<file path="src/shared/wdtu_pkg.sv">
// Shared constants for the watchdog timer unit
package wdtu_pkg;
    localparam logic [7:0] ADDR_POWER_CONTROL = 8'h87;
    localparam logic [7:0] ADDR_WATCHDOG_COUNTER = 8'hff;
    localparam int POWER_DOWN_BIT = 1;
    localparam int UNLOCK_BIT = 4;
    localparam logic [7:0] POWER_CONTROL_RESET = 8'h00;
    localparam logic [7:0] COUNTER_RESET = 8'h00;
    localparam int MACHINE_DIV = 12;
    localparam int PRESCALE_BITS = 11;
    localparam int COUNTER_BITS = 8;
    localparam int PULSE_MACHINE_CYCLES = 3;
endpackage : wdtu_pkg

</file>
<file path="src/rtl/wdtu_sync.sv">
// Two-flop synchroniser for a pin level
`timescale 1ns/1ns
module wdtu_sync
(
    input wire logic mclk,
    input wire logic arst_n,
    input wire logic async_in,
    output logic sync_out
);
    logic stage1;

    // Resets high so a floating strap starts disabled
    always_ff @(posedge mclk or negedge arst_n)
    begin
        if (!arst_n)
        begin
            stage1 <= 1'b1;
            sync_out <= 1'b1;
        end
        else
        begin
            stage1 <= async_in;
            sync_out <= stage1;
        end
    end
endmodule : wdtu_sync

</file>
<file path="src/rtl/wdtu_top.sv">
// Watchdog timer unit: prescaler, counter, reset pulse, SFR access
// Overview of operation
// - 8-bit counter clocked by 11-bit prescaler
// - Prescaler ticks once per machine cycle
// - Counter steps every 2048 prescaler ticks
// - Counter overflow raises internal system reset
// - Overflow drives reset pin three machine cycles
// - Strap low enables the watchdog
// - No software way to disable when enabled
// - Strap high keeps watchdog disabled
// - Counter write clears the unlock flag
// - Locked counter writes are ignored
// - Up-counter: 00 longest, ff shortest interval
// - Watchdog keeps running in idle mode
// - Power-down bit held 0 while enabled
// - Counter at ff, power control at 87
`timescale 1ns/1ns
module wdtu_top
(
    input wire logic mclk,
    input wire logic arst_n,
    input wire logic watchdog_enable_strap_n,
    input wire logic sfr_wr,
    input wire logic sfr_rd,
    input wire logic [7:0] sfr_addr,
    input wire logic [7:0] sfr_wdata,
    output logic [7:0] sfr_rdata,
    output logic sys_reset,
    output logic reset_pin_pulse,
    output logic idle_mode,
    output logic power_down
);
    logic strap_n_sync;
    logic [3:0] mc_div;
    logic mc_tick;
    logic [wdtu_pkg::PRESCALE_BITS-1:0] prescale;
    logic [wdtu_pkg::COUNTER_BITS-1:0] watchdog_counter;
    logic [7:0] power_control;
    logic [1:0] pulse_left;
    logic enabled;
    logic wr_power_control;
    logic wr_counter;
    logic rd_power_control;
    logic rd_counter;
    logic unlocked;
    logic counter_load;
    logic prescale_full;
    logic prescale_wrap;
    logic counter_full;
    logic overflow;
    logic pulse_active;
    logic pulse_last;
    logic [7:0] next_power_control;
    logic [7:0] next_rdata;

    // Address match for the power control register
    function automatic logic is_power_control_addr
    (
        input logic [7:0] addr
    );
    begin
        return addr == wdtu_pkg::ADDR_POWER_CONTROL;
    end
    endfunction : is_power_control_addr

    // Address match for the watchdog counter
    function automatic logic is_counter_addr
    (
        input logic [7:0] addr
    );
    begin
        return addr == wdtu_pkg::ADDR_WATCHDOG_COUNTER;
    end
    endfunction : is_counter_addr

    wdtu_sync u_strap_sync
    (
        .mclk(mclk),
        .arst_n(arst_n),
        .async_in(watchdog_enable_strap_n),
        .sync_out(strap_n_sync)
    );

    // Strap low enables; no register bit can override it
    assign enabled = ~strap_n_sync;

    // Register decode
    assign wr_power_control = sfr_wr && is_power_control_addr(sfr_addr);
    assign wr_counter = sfr_wr && is_counter_addr(sfr_addr);
    assign rd_power_control = sfr_rd && is_power_control_addr(sfr_addr);
    assign rd_counter = sfr_rd && is_counter_addr(sfr_addr);

    // Reload only goes through while the unlock flag is set
    assign unlocked = power_control[wdtu_pkg::UNLOCK_BIT];
    assign counter_load = wr_counter && unlocked;

    // Ends of the prescaler and counter ranges
    assign prescale_full = &prescale;
    assign prescale_wrap = mc_tick && prescale_full;
    assign counter_full = &watchdog_counter;

    // A reload in the same cycle beats the overflow
    assign overflow = enabled && prescale_wrap && counter_full &&
        !counter_load;

    // Pin pulse ends on the machine tick that empties the count
    assign pulse_active = pulse_left != 2'h0;
    assign pulse_last = mc_tick && (pulse_left == 2'h1);

    // Machine-cycle enable, one in twelve clocks
    always_ff @(posedge mclk or negedge arst_n)
    begin
        if (!arst_n)
        begin
            mc_div <= 4'h0;
            mc_tick <= 1'b0;
        end
        else if (mc_div == 4'(wdtu_pkg::MACHINE_DIV - 1))
        begin
            mc_div <= 4'h0;
            mc_tick <= 1'b1;
        end
        else
        begin
            mc_div <= mc_div + 4'h1;
            mc_tick <= 1'b0;
        end
    end

    // Prescaler; runs in idle too, cleared on reload or sys_reset, held at zero while disabled
    always_ff @(posedge mclk or negedge arst_n)
    begin
        if (!arst_n)
        begin
            prescale <= '0;
        end
        else if (sys_reset || !enabled)
        begin
            prescale <= '0;
        end
        else if (counter_load)
        begin
            prescale <= '0;
        end
        else if (mc_tick)
        begin
            prescale <= prescale + 1'b1;
        end
    end

    // Up-counter, reload through unlock
    always_ff @(posedge mclk or negedge arst_n)
    begin
        if (!arst_n)
        begin
            watchdog_counter <= wdtu_pkg::COUNTER_RESET;
        end
        else if (sys_reset)
        begin
            watchdog_counter <= wdtu_pkg::COUNTER_RESET;
        end
        else if (counter_load)
        begin
            watchdog_counter <= sfr_wdata;
        end
        else if (enabled && prescale_wrap)
        begin
            watchdog_counter <= watchdog_counter + 1'b1;
        end
    end

    // Power control update with lock and power-down guard
    always_comb
    begin
        next_power_control = power_control;
        if (wr_power_control)
        begin
            next_power_control = sfr_wdata;
        end
        if (counter_load)
        begin
            next_power_control[wdtu_pkg::UNLOCK_BIT] = 1'b0;
        end
        if (enabled)
        begin
            next_power_control[wdtu_pkg::POWER_DOWN_BIT] = 1'b0;
        end
    end

    always_ff @(posedge mclk or negedge arst_n)
    begin
        if (!arst_n)
        begin
            power_control <= wdtu_pkg::POWER_CONTROL_RESET;
        end
        else if (sys_reset)
        begin
            power_control <= wdtu_pkg::POWER_CONTROL_RESET;
        end
        else
        begin
            power_control <= next_power_control;
        end
    end

    // Reset pulse, three machine cycles long
    always_ff @(posedge mclk or negedge arst_n)
    begin
        if (!arst_n)
        begin
            pulse_left <= 2'h0;
        end
        else if (overflow)
        begin
            pulse_left <= 2'(wdtu_pkg::PULSE_MACHINE_CYCLES);
        end
        else if (mc_tick && pulse_active)
        begin
            pulse_left <= pulse_left - 2'h1;
        end
    end

    // One-cycle internal reset
    always_ff @(posedge mclk or negedge arst_n)
    begin
        if (!arst_n)
        begin
            sys_reset <= 1'b0;
        end
        else
        begin
            sys_reset <= overflow;
        end
    end

    // Pin pulse; a capacitor on the pin cannot affect sys_reset
    always_ff @(posedge mclk or negedge arst_n)
    begin
        if (!arst_n)
        begin
            reset_pin_pulse <= 1'b0;
        end
        else
        begin
            reset_pin_pulse <= overflow ||
                (pulse_active && !pulse_last);
        end
    end

    // Read data select; unmapped addresses read zero
    always_comb
    begin
        next_rdata = 8'h00;
        if (rd_power_control)
        begin
            next_rdata = power_control;
        end
        else if (rd_counter)
        begin
            next_rdata = watchdog_counter;
        end
    end

    always_ff @(posedge mclk or negedge arst_n)
    begin
        if (!arst_n)
        begin
            sfr_rdata <= 8'h00;
        end
        else
        begin
            sfr_rdata <= next_rdata;
        end
    end

    // Mode outputs follow the register, cleared with it
    always_ff @(posedge mclk or negedge arst_n)
    begin
        if (!arst_n)
        begin
            idle_mode <= 1'b0;
        end
        else if (sys_reset)
        begin
            idle_mode <= 1'b0;
        end
        else
        begin
            idle_mode <= next_power_control[0];
        end
    end

    always_ff @(posedge mclk or negedge arst_n)
    begin
        if (!arst_n)
        begin
            power_down <= 1'b0;
        end
        else if (sys_reset)
        begin
            power_down <= 1'b0;
        end
        else
        begin
            power_down <= next_power_control[wdtu_pkg::POWER_DOWN_BIT];
        end
    end
endmodule : wdtu_top

</file>
<file path="config.mk">
export PLATFORM = sky130hd
export DESIGN_NAME = wdtu_top
export DESIGN_NICKNAME = d
export VERILOG_FILES = /design/src/shared/wdtu_pkg.sv /design/src/rtl/wdtu_sync.sv /design/src/rtl/wdtu_top.sv
export SDC_FILE = /design/constraint.sdc
export NUM_CORES = 1
export LEC_CHECK = 0
export ABC_AREA = 1
export BUFFER_PORTS_ARGS = -buffer_cell sky130_fd_sc_hd__buf_2
export CORE_UTILIZATION = 31
export DETAILED_ROUTE_END_ITERATION = 12
export RECOVER_POWER = 50
export SYNTH_ARGS = -nofsm -noshare
export SYNTH_HDL_FRONTEND = slang
export SYNTH_SLANG_ARGS = --single-unit
</file>
<file path="constraint.sdc">
create_clock -name mclk -period 3.3 [get_ports mclk]
set_clock_uncertainty 0.15 [all_clocks]
set_input_delay 0.495 -clock mclk [delete_from_list [all_inputs] [get_ports mclk]]
set_output_delay 0.495 -clock mclk [all_outputs]
set_load 0.005 [all_outputs]
</file>
==> flow_metrics.env, run 1 <==
export IMPL_ff2ff_path_depth=5
export IMPL_min_delay_start="watchdog_enable_strap_n"
export IMPL_crit_buf_inv=2
export IMPL_mappedNetlistNets=340
export IMPL_whs_path_depth=1
export IMPL_avgSynthCellArea_um2=7.934
export IMPL_crit_path_top_delay_cell="sky130_fd_sc_hd__clkinv_1"
export IMPL_crit_path_end_kind="register"
export IMPL_hold_slack_ns=0.1650
export IMPL_yosys_area_top_type="sky130_fd_sc_hd__dfrtp_1"
export IMPL_tcrit_tclk_final=0.5316
export IMPL_synth_largest_type_area_fraction=0.4420
export IMPL_layout_min_cycle_time_ns=1.754
export IMPL_final_hold_violation_count=0
export IMPL_holdCritPathClass="input pin to register"
export IMPL_dieArea_um2=8399
export IMPL_synth_warning_count=0
export IMPL_fmax_mhz=570.1
export IMPL_finalNonFillerCells=451
export IMPL_number_of_antenna_violations_at_the_first_check_in_global_routing=0
export IMPL_synth_async_sr_flop_share=1.000
export IMPL_worstMarginPinSlew_ns=1.007
export IMPL_dp_hpwl_um=3746
export IMPL_place_port_buffers=32
export IMPL_post_cts_resize_count=0
export IMPL_die_w_um=91.65
export IMPL_synthesis_area_um2=2491
export IMPL_area_growth_syn_to_layout_pct=13.56
export IMPL_routed_antenna_nets=0
export IMPL_ys_dominant_reg_cell="sky130_fd_sc_hd__dfrtp_1"
export IMPL_fin_area_um2=2829
export IMPL_cts_inserted_buffers=5
export IMPL_h_tree_depth=2
export IMPL_core_rowCount=32
export IMPL_critical_path_top_delay_family="buffers and inverters"
export IMPL_cts_num_sinks=46
export IMPL_via_per_inst=4.581
export IMPL_insertedDiodeCount=0
export IMPL_grt_max_degree=47
export IMPL_timing_critical_path_slowest_cell_delay_ns=0.50
export IMPL_critical_path_startpoint_type="register"
export IMPL_cts_tree="built"
export IMPL_drc_errors=0
export IMPL_pwr_density_cell_nw_per_um2=342.6
export IMPL_maxCapViolations=0
export IMPL_wl_per_cell_um=11.21
export IMPL_route_vias_total=2066
export IMPL_first_pass_grt_wire_length_um=8942
export IMPL_result_of_the_run="completed"
export IMPL_setup_worst_path_class="register to register"
export IMPL_slack_of_the_worst_reg_to_reg_path_ns=1.55
export IMPL_core_region_area_um2=7767
export IMPL_clk_latency_ns=0.28
export IMPL_finalWirelength_um=5055
export IMPL_timing_hold_worst_endpoint="u_strap_sync.stage1"
export IMPL_cts_hold_fix_buffers=0
export IMPL_layout_drive_gt1_share=0.1891
export IMPL_grt_overflow=0
export IMPL_rsz0062_at_grt="false"
export IMPL_timing_slew_headroom=0.3289
export IMPL_finalWorstSetupSlack_ns=1.546
export IMPL_finalSetupViolCount=0
export IMPL_required_ns=3.33
export IMPL_cts_setup_buffers=0
export IMPL_post_synth_main_area_contributors="sky130_fd_sc_hd__dfrtp_1, sky130_fd_sc_hd__nand2_1, sky130_fd_sc_hd__nand3_1, sky130_fd_sc_hd__inv_1, sky130_fd_sc_hd__nor2_1"
export IMPL_track_usage=0.1318
export IMPL_final_core_util=0.3642
export IMPL_synth_ff_latch_count=46
export IMPL_finish_net_count=374
export IMPL_start_util=0.3207
export IMPL_area_post_placement_um2=2738
export IMPL_top_cells_by_count_synth="sky130_fd_sc_hd__nand2_1, sky130_fd_sc_hd__nand3_1, sky130_fd_sc_hd__inv_1"
export IMPL_drt_pass1_iterations=5
export IMPL_netlist_cell_type_count=31
export IMPL_pin_count=33
export IMPL_post_synth_inst_count=314
export IMPL_timing_critical_path_arrival_ns=1.78
export IMPL_n_fill_cell=799
export IMPL_clock_tree_root_cell="sky130_fd_sc_hd__clkbuf_8"
export IMPL_grt_pass1_vias=1992
export IMPL_worstReg2RegStart="sys_reset"
export IMPL_cp_cell_sequence="clkinv_1, nand2_2, inv_2, nand3_1, nand2_1"
export IMPL_setup_tns_ns=0
export IMPL_synth_seq_area_share=0.4631
export IMPL_routabilityCongestion=0.8473
export IMPL_max_vdd_ir_drop_mv=0.1228
export IMPL_crit_fanout=19
export IMPL_synth_edff_count=0
export IMPL_worst_r2r_endpoint="watchdog_counter[4]"
export IMPL_power_mw=0.9691
export IMPL_final_max_slew_viol_count=0
export IMPL_power_static_leakage_nw=1.476
export IMPL_clk_pin_slew_worst_paths_ns=0.08
export IMPL_drt_iter0_markers=104
export IMPL_place_detailed_instances=443
export IMPL_synth_most_common_cell="sky130_fd_sc_hd__nand2_1"
export IMPL_dpl_worst_slack_ns=1.382
export IMPL_die_y_extent_um=91.65
export IMPL_clockBufferDepth=2
[per-layer routing]
layer / global-route usage / part of all wire / wire, µm
met1: 0.1783 / 0.49 / 2489
met2: 0.2124 / 0.46 / 2334
met3: 0.02405 / 0.037 / 189
met4: 0.04365 / 0.0081 / 41
met5: 0 / 0 / 0
[sequential cells by signal, summed over array words and instances, names as in the netlist]
signal and flops:
prescale 11, power_control 8, sfr_rdata 8, watchdog_counter 8, mc_div 4, pulse_left 2, mc_tick 1, reset_pin_pulse 1
sys_reset 1, u_strap_sync.stage1 1, u_strap_sync.sync_out 1
[where the power goes]
| part | leakage, nW | internal [mW] | switching, mW |
|---|---|---|---|
| combinational | 0.799 | 0.0175 | 0.0324 |
| clock | 0.0482 | 0.169 | 0.175 |
| sequential | 0.628 | 0.570 | 0.00475 |
| total | 1.48 | 0.757 | 0.212 |
[worst max-delay path by stage]
| stage | start | to | slack [ns] | cells after the start |
|---|---|---|---|---|
| final | sys_reset | watchdog_counter[4] | 1.55 | 5 |
| after global routing | sys_reset | watchdog_counter[4] | 1.36 | 5 |
| after CTS | sys_reset | watchdog_counter[5] | 1.52 | 5 |
| after detailed placement | sfr_addr[1] | prescale[0] | 1.38 | 8 |
| after global placement | sfr_addr[1] | prescale[1] | 1.41 | 8 |
| after floorplan | sfr_addr[6] | power_control[0] | 1.77 | 9 |
[layout by cell type (no fill, tap or decap), drive strengths merged, types with 2 or more instances in the layout]
cell    Yosys  layout
a21oi       6       6
nand2      84      84
nor2       28      28
ha          5       5
buf         4      32
nand4       6       6
dfrtp      44      44
nor3        3       3
nand3      49      49
dfstp       2       2
o21ai      17      17
o22ai       9       9
inv        50      50
clkinv      2       3
clkbuf      1       7
[cell type report]
| type | instances | area, µm² | share of cell area |
|---|---|---|---|
| clock buffers | 7 | 86.33 | 0.03052 |
| clock inverters | 1 | 5.005 | 0.001769 |
| inverters | 52 | 195.2 | 0.06900 |
| multi-input cells | 211 | 1101 | 0.3892 |
| flip-flops and latches | 46 | 1154 | 0.4078 |
| well taps | 102 | 127.6 | 0.04511 |
| repair buffers | 32 | 160.2 | 0.05661 |
[cell families after synthesis]
kind of cell / Yosys count / share of synthesized area
AND/OR/NAND/NOR: 172 / 0.3395
buffers and inverters: 57 / 0.09492
flip-flops: 46 / 0.4631
AO/OA/AOI/OAI: 32 / 0.06881
adder cells (fa/ha/maj): 5 / 0.02511
multiplexers: 2 / 0.008538
(Power assumes the default switching activity.)
==> inputs of run 2 (changes only) <==
Clock period 3.3 ns to 1.6 ns, I/O delays scaled along.
==> flow_metrics.env, run 2 (synthesis results as in run 1) <==
export IMPL_route_vias_total=2163
export IMPL_finalWirelength_um=5556
export IMPL_power_mw=2.063
export IMPL_die_w_um=91.65
export IMPL_timing_critical_path_slowest_cell_delay_ns=0.40
export IMPL_final_common_cell="sky130_fd_sc_hd__nand2_1"
export IMPL_start_util=0.3207
export IMPL_final_max_slew_viol_count=0
export IMPL_flip_flop_count_of_the_largest_register_all_copies_and_words_added=11
export IMPL_worst_r2r_endpoint="pulse_left[0]"
export IMPL_crit_path_top_delay_cell="sky130_fd_sc_hd__dfrtp_1"
export IMPL_whs_path_depth=3
export IMPL_core_region_area_um2=7767
export IMPL_n_fill_cell=835
export IMPL_place_port_buffers=32
export IMPL_finalSetupViolCount=0
export IMPL_finish_net_count=393
export IMPL_routabilityCongestion=0.8226
export IMPL_switching_share=0.2384
export IMPL_grt_overflow=0
export IMPL_share_comb_of_total_power=0.057
export IMPL_cp_cell_sequence="nand2_1, nor3_2, nand2_8, clkinv_1, nand4_1, nand3_1"
export IMPL_wl_per_cell_um=11.82
export IMPL_pwr_density_cell_nw_per_um2=682.5
export IMPL_final_hold_violation_count=0
export IMPL_pin_count=33
export IMPL_timing_critical_path_arrival_ns=1.63
export IMPL_layout_drive_gt1_share=0.2418
export IMPL_place_detailed_instances=456
export IMPL_clk_pin_slew_worst_paths_ns=0.09
export IMPL_pwr_share_seq=0.575
export IMPL_dpl_worst_slack_ns=0.02030
export IMPL_area_growth_syn_to_layout_pct=21.35
export IMPL_via_per_inst=4.602
export IMPL_maxCapViolations=0
export IMPL_max_vdd_ir_drop_mv=0.3940
export IMPL_timing_hold_worst_endpoint="power_control[0]"
export IMPL_timing_slew_headroom=0.5628
export IMPL_min_delay_start="sfr_wdata[0]"
export IMPL_clockBufferDepth=2
export IMPL_clock_tree_root_cell="sky130_fd_sc_hd__clkbuf_8"
export IMPL_grt_max_degree=47
export IMPL_slack_of_the_worst_reg_to_reg_path_ns=0.06
export IMPL_drc_errors=0
export IMPL_first_pass_grt_wire_length_um=9639
export IMPL_insertedDiodeCount=0
export IMPL_drt_pass1_iterations=6
export IMPL_clk_latency_ns=0.30
export IMPL_holdCritPathClass="input pin to register"
export IMPL_dp_hpwl_um=3999
export IMPL_crit_fanout=10
export IMPL_finalWorstSetupSlack_ns=0.05764
export IMPL_dieArea_um2=8399
export IMPL_core_rowCount=32
export IMPL_cts_num_sinks=46
export IMPL_switching_power_mw=0.4919
export IMPL_rsz0062_at_grt="true"
export IMPL_track_usage=0.1427
export IMPL_cts_tree="built"
export IMPL_setup_worst_path_class="register to register"
export IMPL_regMostFlops="prescale"
export IMPL_number_of_antenna_violations_at_the_first_check_in_global_routing=0
export IMPL_drt_iter0_markers=158
export IMPL_tcrit_tclk_final=0.9640
export IMPL_layout_min_cycle_time_ns=1.542
export IMPL_cts_inserted_buffers=5
export IMPL_die_y_extent_um=91.65
export IMPL_p_clk_frac=0.368
export IMPL_final_core_util=0.3892
export IMPL_ff2ff_path_depth=6
export IMPL_critical_path_startpoint_type="register"
export IMPL_worstReg2RegStart="prescale[8]"
export IMPL_h_tree_depth=2
export IMPL_grt_pass1_vias=2066
export IMPL_worstMarginPinSlew_ns=0.6559
export IMPL_internal_power_mw=1.571
export IMPL_crit_path_end_kind="register"
export IMPL_routed_antenna_nets=0
export IMPL_fmax_mhz=648.4
export IMPL_result_of_the_run="completed"
export IMPL_finalNonFillerCells=470
export IMPL_mostFrequentLayoutCells="sky130_fd_sc_hd__nand2_1, sky130_fd_sc_hd__nand3_1, sky130_fd_sc_hd__inv_1"
export IMPL_required_ns=1.69
export IMPL_power_static_leakage_nw=1.549
-- run 2: what timing repair did --
item                                    CTS  global route
resized for setup                         0             9
hold buffers                              2             0
endpoints found under the setup margin    1            17
endpoints found under the hold margin    45             0
setup buffers                             0             4
pin swaps                                 0             3
-- run 2: worst max-delay path by stage --
stage / startpoint / end / cells after the start
finish: prescale[8] / pulse_left[0] / 6
global route: mc_tick / pulse_left[0] / 6
CTS: prescale[0] / prescale[6] / 9
detailed placement: prescale[0] / pulse_left[0] / 7
global placement: sfr_addr[1] / prescale[0] / 8
floorplan: prescale[0] / watchdog_counter[4] / 7
-- run 2: through the flow --
step	cell area, µm²	hold slack [ns]	setup TNS, ns
2_1_floorplan	2491	-0.2056	0
3_3_place_gp	2848	0.09158	0
3_5_place_dp	2848	0.1015	0
4_1_cts	2963	0.03827	-0.003484
5_1_grt	3023	0.04595	-0.2688
6_report	3023	0.04330	0
-- run 2: metal layers --
metal / part of all wire / wire length, µm / GRT usage
met3: 0.041 / 228 / 0.02985
met4: 0.0086 / 48 / 0.03175
met5: 0 / 0 / 0
met2: 0.46 / 2539 / 0.2206
met1: 0.49 / 2740 / 0.2050
-- run 2: area by class of cell --
cell class                      instances  area, µm²  area share
Inverter                               52      195.2     0.06457
Timing Repair Buffer                   51      307.8      0.1018
Multi-Input combinational cell        211       1142      0.3779
Sequential cell                        46       1155      0.3820
Tap cell                              102      127.6     0.04222
Clock inverter                          2      12.51    0.004139
Clock buffer                            6      82.58     0.02732
-- run 2: power by group through the flow --
stage               sequential [mW]  combinational [mW]  clock [mW]
floorplan                      1.21              0.0474           0
global placement               1.21               0.112           0
detailed placement             1.21               0.116           0
CTS                            1.19               0.120       0.786
global route                   1.19               0.136       0.833
finish                         1.19               0.118       0.759
-- run 2: worst max-delay path, delay by kind of cell (launching register included) --
kind	cells	cell delay, ns
buffers and inverters	1	0.06
DFF	1	0.40
and+or+nand+nor	5	0.85
==> inputs of run 3 (changes only) <==
Settings changed: BUFFER_PORTS_ARGS -buffer_cell sky130_fd_sc_hd__buf_2 to -buffer_cell sky130_fd_sc_hd__clkbuf_2, CORE_UTILIZATION 31 to 25.
==> flow_metrics.env, run 3 (synthesis results as in run 1) <==
export IMPL_flip_flop_count_of_the_largest_register_all_copies_and_words_added=11
export IMPL_power_static_leakage_nw=1.549
export IMPL_crit_buf_inv=1
export IMPL_result_of_the_run="completed"
export IMPL_tcrit_tclk_final=0.9362
export IMPL_regMostFlops="prescale"
export IMPL_pin_count=33
export IMPL_finish_net_count=394
export IMPL_drt_met1_wl_um=2691
export IMPL_dp_hpwl_um=4339
export IMPL_wl_per_cell_um=11.49
export IMPL_final_max_slew_viol_count=0
export IMPL_cp_common_cell="sky130_fd_sc_hd__nand2_1"
export IMPL_min_delay_start="sfr_wdata[0]"
export IMPL_cts_tree="built"
export IMPL_via_per_inst=4.420
export IMPL_clk_pin_slew_worst_paths_ns=0.09
export IMPL_grt_max_degree=28
export IMPL_slack_of_the_worst_reg_to_reg_path_ns=0.10
export IMPL_area_growth_syn_to_layout_pct=23.20
export IMPL_die_w_um=101.8
export IMPL_hold_slack_ns=0.03139
export IMPL_routed_top_layer="met4"
export IMPL_finalWirelength_um=5766
export IMPL_worst_r2r_endpoint="watchdog_counter[6]"
export IMPL_dieArea_um2=10370
export IMPL_whs_path_depth=3
export IMPL_worstMarginPinSlew_ns=0.4492
export IMPL_drc_errors=0
export IMPL_layout_drive_gt1_share=0.2304
export IMPL_final_common_cell="sky130_fd_sc_hd__nand2_1"
export IMPL_track_usage=0.1192
export IMPL_timing_slew_headroom=0.7005
export IMPL_mostFrequentLayoutCells="sky130_fd_sc_hd__nand2_1, sky130_fd_sc_hd__nand3_1, sky130_fd_sc_hd__inv_1"
export IMPL_h_tree_depth=2
export IMPL_drt_pass1_iterations=5
export IMPL_fmax_mhz=667.6
export IMPL_routabilityCongestion=0.8434
export IMPL_routed_antenna_nets=0
export IMPL_core_rowCount=36
export IMPL_crit_path_end_kind="register"
export IMPL_number_of_antenna_violations_at_the_first_check_in_global_routing=0
export IMPL_cts_num_sinks=46
export IMPL_grt_overflow=0
export IMPL_finalSetupViolCount=0
export IMPL_insertedDiodeCount=0
export IMPL_dpl_worst_slack_ns=-0.003662
export IMPL_setup_worst_path_class="register to register"
export IMPL_critical_path_startpoint_type="register"
export IMPL_required_ns=1.65
export IMPL_worstReg2RegStart="watchdog_counter[0]"
export IMPL_pwr_density_cell_nw_per_um2=705.2
export IMPL_core_region_area_um2=9729
export IMPL_start_util=0.2560
export IMPL_layout_min_cycle_time_ns=1.498
export IMPL_first_pass_grt_wire_length_um=9784
export IMPL_cp_cell_sequence="ha_1, nand2_1, nor2_2, buf_4, a21oi_1, o21ai_1, nand3_1, nand2_1"
export IMPL_clockBufferDepth=2
export IMPL_rsz0062_at_grt="false"
export IMPL_crit_fanout=3
export IMPL_grt_pass1_vias=2166
export IMPL_holdCritPathClass="input pin to register"
export IMPL_crit_path_top_delay_cell="sky130_fd_sc_hd__dfrtp_1"
export IMPL_max_vdd_ir_drop_mv=0.4682
export IMPL_timing_hold_worst_endpoint="power_control[0]"
export IMPL_place_port_buffers=32
export IMPL_timing_critical_path_slowest_cell_delay_ns=0.39
export IMPL_clock_tree_root_cell="sky130_fd_sc_hd__clkbuf_8"
export IMPL_drt_iter0_markers=152
export IMPL_clk_latency_ns=0.30
export IMPL_finalWorstSetupSlack_ns=0.1021
export IMPL_ff2ff_path_depth=8
export IMPL_routed_wl_met2_um=2766
export IMPL_maxCapViolations=0
export IMPL_routed_length_on_met3_um=223
export IMPL_cts_inserted_buffers=5
export IMPL_timing_critical_path_arrival_ns=1.55
export IMPL_final_hold_violation_count=0
export IMPL_die_y_extent_um=101.8
export IMPL_route_vias_total=2219
export IMPL_critical_path_top_delay_family="flip-flops"
-- run 3: cell types whose count changed in the layout (fill, tap and decap cells not counted), sizes merged --
cell,delta
clkbuf,+34
clkinv,-1
bufinv,+1
buf,-32
clkinvlp,-1
-- run 3: cell type report --
cell class | instances | area [µm²]
multi-input cells | 211 | 1136
inverters | 52 | 195.2
well taps | 133 | 166.4
repair buffers | 52 | 310.3
fillers | 1044 | 6660
clock buffers | 7 | 76.32
flip-flops and latches | 46 | 1155
clock inverters | 1 | 30.03
-- run 3: where the power goes --
part | total, mW | internal [mW] | switching (mW)
clock | 0.860 | 0.468 | 0.392
sequential | 1.19 | 1.18 | 0.0102
combinational | 0.118 | 0.0472 | 0.0710
total | 2.16 | 1.69 | 0.474
-- run 3: how the worst max path moves through the flow --
stage          depth (start not counted)           startpoint                  end  slack [ns]
6_report                               8  watchdog_counter[0]  watchdog_counter[6]        0.10
5_1_grt                                8          prescale[2]          prescale[5]       0.001
4_1_cts                                7          prescale[0]  watchdog_counter[1]       0.008
3_5_place_dp                           7          prescale[0]  watchdog_counter[3]      -0.004
3_3_place_gp                           7          prescale[0]  watchdog_counter[6]        0.06
2_1_floorplan                          7          prescale[0]  watchdog_counter[4]        0.15
-- run 3: worst register-to-register path, stage by stage, from the launching register on --
cell,delay (ns)
sky130_fd_sc_hd__dfrtp_1,0.39
sky130_fd_sc_hd__ha_1,0.21
sky130_fd_sc_hd__nand2_1,0.13
sky130_fd_sc_hd__nor2_2,0.06
sky130_fd_sc_hd__buf_4,0.13
sky130_fd_sc_hd__a21oi_1,0.13
sky130_fd_sc_hd__o21ai_1,0.08
sky130_fd_sc_hd__nand3_1,0.08
sky130_fd_sc_hd__nand2_1,0.05
-- run 3: timing repair --
item,CTS,global route
setup endpoints to repair,8,13
cloned,0,0
buffers inserted,0,3
pin swaps,0,4
hold endpoints to repair,47,0
hold buffers,2,0
resized for setup,1,8
-- run 3: through the flow --
step / util / setup TNS, ns / area [µm²] / cells / total power, mW
6_report: 0.3155 / 0 / 3069 / 502 / 2.164
5_1_grt: 0.3155 / 0 / 3069 / 502 / 2.260
2_1_floorplan: - / 0 / 2491 / 314 / 1.254
4_1_cts: 0.3120 / 0 / 3035 / 499 / 2.196
3_5_place_dp: 0.2982 / -0.004264 / 2902 / 489 / 1.330
3_3_place_gp: 0.2982 / 0 / 2902 / 489 / 1.328
-- run 3: routing by layer --
metal / up-vias / global-route usage
li1: 1115 / -
met1: 1051 / 0.1470
met2: 47 / 0.2115
met3: 6 / 0.01984
met4: 0 / 0.03956
met5: - / 0
